`src/ssdpr_defs.svh`:
```
// constants of the small simple dual-port memory block
`ifndef SSDPR_DEFS_SVH
`define SSDPR_DEFS_SVH

// ---------------------------------------------------------------------------
// array geometry
// ---------------------------------------------------------------------------
`define SSDPR_WORDS 32
`define SSDPR_WORD_W 18
`define SSDPR_WORD_AW 5
`define SSDPR_ADDR_W 9
`define SSDPR_DATA_W 16
`define SSDPR_TOTAL_BITS 576
`define SSDPR_PTR_W 9
`define SSDPR_CNT_W 10
`define SSDPR_BE_W 2

// ---------------------------------------------------------------------------
// depths of each width mode
// ---------------------------------------------------------------------------
`define SSDPR_DEPTH_1 10'h200
`define SSDPR_DEPTH_2 10'h100
`define SSDPR_DEPTH_4 10'h080
`define SSDPR_DEPTH_8 10'h040
`define SSDPR_DEPTH_16 10'h020

// ---------------------------------------------------------------------------
// reset values
// ---------------------------------------------------------------------------
`define SSDPR_ZERO_WORD 18'h00000
`define SSDPR_ZERO_PTR 9'h000
`define SSDPR_ZERO_CNT 10'h000

`endif

```
`src/ssdpr_pkg.sv`:
```
// types of the small simple dual-port memory block
package ssdpr_pkg;

    // -----------------------------------------------------------------------
    // modes and widths
    // -----------------------------------------------------------------------
    typedef enum logic [2:0] {
        mode_sdp_ram,
        mode_sp_ram,
        mode_fifo,
        mode_rom,
        mode_shift
    } ssdpr_mode_type;

    typedef enum logic [2:0] {
        width_1,
        width_2,
        width_4,
        width_8,
        width_9,
        width_16,
        width_18
    } ssdpr_width_type;

    // -----------------------------------------------------------------------
    // port carriers
    // -----------------------------------------------------------------------
    typedef struct packed {
        ssdpr_mode_type mode;
        ssdpr_width_type wr_width;
        ssdpr_width_type rd_width;
        logic rd_on_out;
        logic out_on_out;
        logic out_bypass;
    } ssdpr_cfg_type;

    typedef struct packed {
        logic en;
        logic [8:0] addr;
        logic [17:0] data;
        logic [1:0] byte_en;
    } ssdpr_wr_type;

    typedef struct packed {
        logic en;
        logic [8:0] addr;
    } ssdpr_rd_type;

    typedef struct packed {
        logic wr_go;
        logic [8:0] wr_addr;
        logic [17:0] wr_data;
        logic [1:0] wr_be;
        logic [8:0] rd_addr;
        ssdpr_width_type rd_width;
        logic [8:0] wptr;
        logic [8:0] rptr;
        logic [9:0] count;
        logic fifo_full;
        logic fifo_empty;
        logic [17:0] out_q;
    } ssdpr_state_type;

endpackage

```
`src/ssdpr_mem.sv`:
```
// storage array of 32 words by 18 bits with bit-masked write and registered read
`timescale 1ns/1ps
`default_nettype none
`include "ssdpr_defs.svh"

module ssdpr_mem #(
    parameter logic [575:0] INIT_IMAGE = '0
) (
    // clock and reset
    input wire logic clk,
    input wire logic rst_n,
    // write side
    input wire logic wr_en,
    input wire logic [4:0] wr_word,
    input wire logic [17:0] wr_mask,
    input wire logic [17:0] wr_data,
    // read side
    input wire logic rd_en,
    input wire logic [4:0] rd_word,
    output logic [17:0] rd_q
);

    // -----------------------------------------------------------------------
    // array
    // -----------------------------------------------------------------------
    // 576 cells
    logic [`SSDPR_WORD_W-1:0] mem [0:`SSDPR_WORDS-1];

    initial begin
        for (int i = 0; i < `SSDPR_WORDS; i++) begin
            mem[i] = INIT_IMAGE[i*`SSDPR_WORD_W +: `SSDPR_WORD_W];
        end
    end

    // masked lane write
    // plain always: the preload above writes the array too
    always @(posedge clk) begin
        if (wr_en) begin
            mem[wr_word] <= (mem[wr_word] & ~wr_mask) | (wr_data & wr_mask);
        end
    end

    always_ff @(posedge clk or negedge rst_n) begin
        if (!rst_n) begin
            rd_q <= `SSDPR_ZERO_WORD;
        end else if (rd_en) begin
            rd_q <= mem[rd_word];
        end
    end
endmodule
`default_nettype wire

```
`src/ssdpr_top.sv`:
```
// small simple dual-port memory block: width modes, fifo, shift and output register
`timescale 1ns/1ps
`default_nettype none
`include "ssdpr_defs.svh"

module ssdpr_top #(
    parameter logic [575:0] INIT_IMAGE = '0
) (
    // clock and reset
    input wire logic core_clk,
    input wire logic resetn,
    // configuration
    input wire ssdpr_pkg::ssdpr_cfg_type cfg,
    // the two block clocks as enable pulses, their enables and the clear
    input wire logic in_tick,
    input wire logic out_tick,
    input wire logic in_clk_en,
    input wire logic out_clk_en,
    input wire logic out_clr,
    // write and read requests
    input wire ssdpr_pkg::ssdpr_wr_type wr,
    input wire ssdpr_pkg::ssdpr_rd_type rd,
    // results
    output logic [17:0] rd_data,
    output logic fifo_full,
    output logic fifo_empty
);
    import ssdpr_pkg::*;

    // -----------------------------------------------------------------------
    // helpers
    // -----------------------------------------------------------------------
    function automatic logic [4:0] word_of(ssdpr_width_type w, logic [8:0] a);
        case (w)
            width_1: word_of = a[8:4];
            width_2: word_of = a[7:3];
            width_4: word_of = a[6:2];
            width_8, width_9: word_of = a[5:1];
            default: word_of = a[4:0];
        endcase
    endfunction

    function automatic logic [9:0] depth_of(ssdpr_width_type w);
        case (w)
            width_1: depth_of = `SSDPR_DEPTH_1;
            width_2: depth_of = `SSDPR_DEPTH_2;
            width_4: depth_of = `SSDPR_DEPTH_4;
            width_8, width_9: depth_of = `SSDPR_DEPTH_8;
            default: depth_of = `SSDPR_DEPTH_16;
        endcase
    endfunction

    // data bits sit in 7:0 and 16:9, parity in 8 and 17
    function automatic logic [17:0] spread(logic [15:0] d);
        spread = {1'b0, d[15:8], 1'b0, d[7:0]};
    endfunction

    function automatic logic [17:0] lane_mask(ssdpr_width_type w, logic [8:0] a,
                                              logic [1:0] be);
        case (w)
            width_1: lane_mask = spread(16'h0001 << a[3:0]);
            width_2: lane_mask = spread(16'h0003 << {a[2:0], 1'b0});
            width_4: lane_mask = spread(16'h000f << {a[1:0], 2'b00});
            width_8: lane_mask = spread(16'h00ff << {a[0], 3'b000});
            width_9: lane_mask = a[0] ? 18'h3fe00 : 18'h001ff;
            width_16: lane_mask = spread({{8{be[1]}}, {8{be[0]}}});
            default: lane_mask = {{9{be[1]}}, {9{be[0]}}};
        endcase
    endfunction

    function automatic logic [17:0] lane_data(ssdpr_width_type w, logic [17:0] d);
        case (w)
            width_1: lane_data = spread({16{d[0]}});
            width_2: lane_data = spread({8{d[1:0]}});
            width_4: lane_data = spread({4{d[3:0]}});
            width_8: lane_data = spread({2{d[7:0]}});
            width_9: lane_data = {2{d[8:0]}};
            width_16: lane_data = spread(d[15:0]);
            default: lane_data = d;
        endcase
    endfunction

    function automatic logic [17:0] extract(ssdpr_width_type w, logic [8:0] a,
                                            logic [17:0] q);
        logic [15:0] d;
        d = {q[16:9], q[7:0]};
        case (w)
            width_1: extract = {17'h00000, d[a[3:0]]};
            width_2: extract = {16'h0000, d[{a[2:0], 1'b0} +: 2]};
            width_4: extract = {14'h0000, d[{a[1:0], 2'b00} +: 4]};
            width_8: extract = {10'h000, d[{a[0], 3'b000} +: 8]};
            width_9: extract = {9'h000, (a[0] ? q[17:9] : q[8:0])};
            width_16: extract = {2'b00, d};
            default: extract = q;
        endcase
    endfunction

    function automatic logic [8:0] step(logic [8:0] p, logic [9:0] depth);
        step = ((10'(p) + 10'h001) == depth) ? `SSDPR_ZERO_PTR : p + 9'h001;
    endfunction

    // -----------------------------------------------------------------------
    // reset release
    // -----------------------------------------------------------------------
    logic [1:0] rst_sync;
    logic rst_n;

    always_ff @(posedge core_clk or negedge resetn) begin
        if (!resetn) begin
            rst_sync <= 2'b00;
        end else begin
            rst_sync <= {rst_sync[0], 1'b1};
        end
    end
    assign rst_n = rst_sync[1];

    // -----------------------------------------------------------------------
    // clock selection
    // -----------------------------------------------------------------------
    ssdpr_state_type st;
    ssdpr_state_type next_st;
    logic in_go;
    logic out_go;
    logic wr_tick;
    logic rd_tick;
    logic out_load;
    logic push;
    logic pop;
    logic rd_fire;
    logic [8:0] rd_addr_sel;
    ssdpr_width_type rd_width_sel;
    logic [9:0] depth;
    logic [17:0] mem_q;
    logic [17:0] rd_view;
    logic [4:0] wr_word_now;
    logic [17:0] wr_mask_now;
    logic [17:0] wr_lane_now;

    assign in_go = in_tick & in_clk_en;
    assign out_go = out_tick & out_clk_en;
    // write side on the input clock
    assign wr_tick = in_go;
    assign rd_tick = cfg.rd_on_out ? out_go : in_go;
    assign out_load = cfg.out_on_out ? out_go : in_go;
    assign depth = depth_of(cfg.wr_width);

    // -----------------------------------------------------------------------
    // request steering
    // -----------------------------------------------------------------------
    always_comb begin
        push = 1'b0;
        pop = 1'b0;
        rd_fire = rd_tick & rd.en;
        rd_addr_sel = rd.addr;
        rd_width_sel = cfg.rd_width;
        case (cfg.mode)
            mode_sp_ram: begin
                rd_addr_sel = wr.addr;
                rd_width_sel = cfg.wr_width;
            end
            mode_fifo: begin
                push = wr_tick & wr.en & ~st.fifo_full;
                pop = rd_tick & rd.en & ~st.fifo_empty;
                rd_fire = pop;
                rd_addr_sel = st.rptr;
                rd_width_sel = cfg.wr_width;
            end
            mode_shift: begin
                push = wr_tick & wr.en;
                rd_fire = push;
                rd_addr_sel = st.wptr;
                rd_width_sel = cfg.wr_width;
            end
            default: begin
                rd_width_sel = cfg.rd_width;
            end
        endcase
    end

    // -----------------------------------------------------------------------
    // next state
    // -----------------------------------------------------------------------
    always_comb begin
        next_st = st;
        if (wr_tick) begin
            next_st.wr_addr = (cfg.mode == mode_fifo || cfg.mode == mode_shift)
                              ? st.wptr : wr.addr;
            next_st.wr_data = wr.data;
            next_st.wr_be = wr.byte_en;
        end
        next_st.wr_go = wr_tick & wr.en & (cfg.mode != mode_rom)
                        & ((cfg.mode != mode_fifo) | ~st.fifo_full);
        if (rd_fire) begin
            next_st.rd_addr = rd_addr_sel;
            next_st.rd_width = rd_width_sel;
        end
        if (push) begin
            next_st.wptr = step(st.wptr, depth);
        end
        if (pop) begin
            next_st.rptr = step(st.rptr, depth);
        end
        if (cfg.mode == mode_fifo) begin
            next_st.count = st.count + 10'(push) - 10'(pop);
            next_st.fifo_full = (next_st.count == depth);
            next_st.fifo_empty = (next_st.count == `SSDPR_ZERO_CNT);
        end
        if (out_clr) begin
            next_st.out_q = `SSDPR_ZERO_WORD;
        end else if (out_load) begin
            next_st.out_q = rd_view;
        end
    end

    always_ff @(posedge core_clk or negedge rst_n) begin
        if (!rst_n) begin
            st <= '{wr_go: 1'b0, wr_addr: `SSDPR_ZERO_PTR, wr_data: `SSDPR_ZERO_WORD,
                    wr_be: 2'b00, rd_addr: `SSDPR_ZERO_PTR, rd_width: width_1,
                    wptr: `SSDPR_ZERO_PTR, rptr: `SSDPR_ZERO_PTR,
                    count: `SSDPR_ZERO_CNT, fifo_full: 1'b0, fifo_empty: 1'b1,
                    out_q: `SSDPR_ZERO_WORD};
        end else begin
            st <= next_st;
        end
    end

    // -----------------------------------------------------------------------
    // storage
    // -----------------------------------------------------------------------
    // width decode of both ports; parity lanes
    assign wr_word_now = word_of(cfg.wr_width, st.wr_addr);
    assign wr_mask_now = lane_mask(cfg.wr_width, st.wr_addr, st.wr_be);
    assign wr_lane_now = lane_data(cfg.wr_width, st.wr_data);

    ssdpr_mem #(
        .INIT_IMAGE(INIT_IMAGE)
    ) u_mem (
        .clk(core_clk),
        .rst_n(rst_n),
        .wr_en(st.wr_go),
        .wr_word(wr_word_now),
        .wr_mask(wr_mask_now),
        .wr_data(wr_lane_now),
        .rd_en(rd_fire),
        .rd_word(word_of(rd_width_sel, rd_addr_sel)),
        .rd_q(mem_q)
    );

    assign rd_view = extract(st.rd_width, st.rd_addr, mem_q);

    assign rd_data = cfg.out_bypass ? rd_view : st.out_q;
    assign fifo_full = st.fifo_full;
    assign fifo_empty = st.fifo_empty;
endmodule
`default_nettype wire

```
`config.mk`:
```
export PLATFORM = sky130hd
export DESIGN_NAME = ssdpr_top
export DESIGN_NICKNAME = d
export VERILOG_FILES = /design/src/ssdpr_pkg.sv /design/src/ssdpr_mem.sv /design/src/ssdpr_top.sv
export VERILOG_INCLUDE_DIRS = /design/src
export SDC_FILE = /design/constraint.sdc
export NUM_CORES = 1
export LEC_CHECK = 0
export BUFFER_PORTS_ARGS = -buffer_cell sky130_fd_sc_hd__buf_4
export CAP_MARGIN = 5
export CORE_ASPECT_RATIO = 2
export CORE_UTILIZATION = 60
export CTS_CLUSTER_DIAMETER = 30
export CTS_CLUSTER_SIZE = 25
export DETAILED_ROUTE_END_ITERATION = 10
export PLACE_DENSITY = 0.86
export SLEW_MARGIN = 20
export SYNTH_ARGS = -nofsm -noshare
export SYNTH_HDL_FRONTEND = slang
export SYNTH_SLANG_ARGS = --single-unit
```
`constraint.sdc`:
```
create_clock -name core_clk -period 4.5 [get_ports core_clk]
set_clock_uncertainty 0.1 [all_clocks]
set_input_delay 0.225 -clock core_clk [delete_from_list [all_inputs] [get_ports core_clk]]
set_output_delay 0.225 -clock core_clk [all_outputs]
set_load 0.01 [all_outputs]
```
==> impl_metrics.toml <==
[grt]
grt_pass1_vias = 28500
track_usage = 0.442
grt_max_degree = 51
grt_overflow = 0
grt_pass1_wl_mm = 186
antenna_found_initial = 7

[clock_network]
tritoncts.num_buffers = 74
cts_tree = "done"
cts.htree.levels = 3
clock-sinks = 681
clk_latency_ns = 0.68
cts_root_buf = "clkbuf_16"
clkTransAtPathRegs_ns = 0.07
post_cts_buffers = 0
cts_buffer_depth = 3

[logic_synthesis]
synth_cell_types = 96
synth_top_family_by_area = "multiplexers"
yosysTopAreaCellShare = 0.494
synth_seq_area_share = 0.570
synthAdderAreaFrac = 0.00486
synth_largest_area_cell = "edfxtp_1"
synth-simple-area-share = 0.113
syn_area_per_cell_um2 = 12.7
ys_async_sr_fraction = 0.154
synthMostInstantiatedCell = "edfxtp_1"
synth-edff-count = 576
postSynthNetCount = 2823
ys.flop_type = "edfxtp_1"
synthTopCellsByCount = "576 x edfxtp_1, 479 x nand2_1, 182 x mux4_2, 143 x nor2_1, 130 x nand3_1"
muxShareOfSynthArea = 0.155
netlist_instances = 2751
synth_area_mm2 = 0.0350
ys.warnings.count = 0
synth_xor_area_frac = 0.00823
synth-compound-area-share = 0.118
synthTopCellsByArea = "edfxtp_1 49%, mux4_2 12%, dfrtp_1 7.4%"
ys_seq_elements = 681

[setup_path]
critPathKind = "reg2reg"
crit_start = "st[81]$_DFFE_PN0N_"
crit_arrival_ns = 4.83
worstPathMaxFanout = 34
critical_path.startpoint_type = "flip-flop"
cp-end-kind = "flip-flop"
worstReg2RegStart = "st[81]$_DFFE_PN0N_"
required_ns = 4.85
reg2reg_depth = 13

[pwr]
max-vdd-ir-drop_uv = 288
pwr-share-comb = 0.308
swShare = 0.352
powerDensity_mw_per_mm2 = 516
p_int_mw = 13.6
power_leakage_nw = 14.4
power_frac_clock = 0.304
p_seq_frac = 0.389
p_sw_mw = 7.40

[route]
top_layer = "met5"
via_per_inst = 7.51
wl_per_cell_um = 34.5
met3_length_mm = 17.5
drt-met1-wl_mm = 35.8
dr.pass1.iters = 9
routed_wl_mm = 130
drt_iter0_markers = 4735
ant_nets = 0
wl_met2_mm = 60.6
vias = 28200
drc = 0

[worst_hold_path]
hold_path_class = "in2reg"
hold_depth = 3
hp-start = "rd[2]"

[final_layout]
final_util = 0.710
fillCellCount = 3605
antennaDiodeCount = 0
final_nets = 3011
ff_latch_area_mm2 = 0.0199
multi_input_area_mm2 = 0.0142
drive_gt1_frac = 0.249
areaGrowthSynthToFinish_pct = 16.5

[flow_run]
maxCapViolations = 0

[placed_design]
port_buffers = 78
pre_cts_ws_ns = 0.260
routabilityCongestion = 1.02
hpwlAfterDp_mm = 82.6

[run_status]
failed_checks = "negative hold slack"
outcome = "finished with violations"

[timing]
slew_viol_final = 0
fmax_ghz = 0.223
relSlewSlack = 0.126
min_period_over_period = 0.997
worst_slew_pin_slew_ns = 1.31
setup_viol = 0
finalCriticalPeriod_ns = 4.49
hold_viol = 1
rsz0062_at_grt = "no"
holdWs_ns = -0.0149
finalSetupTns_ns = 0
setup_slack_ns = 0.0141

[floorplan]
core_mm2 = 0.0574
die_y_um = 343
die_area_mm2 = 0.0593
row_count = 124
die_w_um = 173
start_util = 0.609
io_pins = 79
[logic make-up (layout without fill, tap and decap cells)]
logic type               after synthesis  count (layout)
adder cells (fa/ha/maj)               13              13
XOR/XNOR                              32              32
multiplexers                         305             305
flip-flops                           681             681
AND/OR/NAND/NOR                      902             902
other                                  1               1
AO/OA/AOI/OAI                        577             577
buffers and inverters                240             489
[worst max-delay path, stage by stage, from the launching register on]
cell and delay [ns]:
dfrtp_1 0.47, o21ai_0 0.24, a22o_1 0.26, a211o_4 0.55
buf_12 0.27, buf_4 0.20, buf_4 0.22, nand2_1 0.08
and3_1 0.20, a311oi_1 0.34, a31oi_1 0.16, o2111a_1 0.46
a21oi_2 0.33, buf_4 0.36
[worst paths after layout]
| path | endpoint | slack [ns] |
|---|---|---|
| setup / recovery | u_mem.mem[2][0]$_DFFE_PP_ | 0.01 |
| hold / removal | st[53]$_DFFE_PN0P_ | -0.01 |
| setup reg to reg | u_mem.mem[2][0]$_DFFE_PP_ | 0.01 |
| hold reg to reg | u_mem.rd_q[5]$_DFFE_PN0P_ | 0.17 |
| max in group asynchronous | st[52]$_DFFE_PN0P_ | 3.07 |
| min in group asynchronous | u_mem.rd_q[5]$_DFFE_PN0P_ | 0.17 |
[metal layers]
metal  vias up  GRT usage
met5         -     0.0160
met1     13400      0.447
met3       943      0.151
met4        18      0.434
li1      11100          -
met2      2747      0.706
[cells in the final DEF (no fill, tap or decap), drive strengths merged, types with 11 or more instances in the layout]
cell	count
and2	25
a22o	22
nand2	480
a31oi	51
and3	48
clkbuf	78
o22ai	11
xnor2	23
nor2	145
mux4	182
nor3	20
o31ai	16
inv	55
a311oi	33
buf	286
a31o	15
ha	12
dlygate4sd3	33
dfrtp	104
a211oi	35
mux2	62
nand3	130
a21oi	102
a32oi	16
mux2i	61
clkinv	25
edfxtp	576
a22oi	63
o21ai	88
a221oi	38
[metrics by stage]
stage | instance area, um^2 | cells | hold slack (ns) | power, mW
2_1_floorplan | 35000 | 2751 | -0.171 | 11.9
3_3_place_gp | 37800 | 3584 | -0.0925 | 14.2
3_5_place_dp | 37800 | 3585 | -0.0897 | 14.3
4_1_cts | 40700 | 3754 | 0.000792 | 20.6
5_1_grt | 40700 | 3756 | 0.00485 | 21.5
6_report | 40700 | 3756 | -0.0149 | 21.0
[state kept, by name (all words and copies together) (netlist names)]
| register | cells |
|---|---|
| fifo_empty | 1 |
| fifo_full | 1 |
| st | 83 |
| u_mem.rd_q | 18 |
| u_mem.mem | 576 |
| rst_sync | 2 |
[timing repair]
| item | in CTS | in global routing |
|---|---|---|
| endpoints found under the hold margin | 49 | 1 |
| endpoints found under the setup margin | 0 | 32 |
| gates resized for setup | 0 | 1 |
| hold buffers | 32 | 1 |
[power groups by stage]
stage	Clock (mW)	Combinational [mW]	Sequential, mW
after floorplan	0	3.92	8.02
after global placement	0	5.93	8.22
after detailed placement	0	6.10	8.23
after CTS	6.34	6.19	8.11
after global routing	6.59	6.74	8.17
final	6.38	6.46	8.17
[layout make-up]
type                            instances  share of cell area
Sequential cell                       681               0.489
Clock buffer                           78              0.0469
Tap cell                              756              0.0232
Timing Repair Buffer                  319              0.0718
Inverter                               33             0.00304
Clock inverter                         59              0.0163
Multi-Input combinational cell       1830               0.350
No activity file was read; power rests on OpenSTA's default activity.
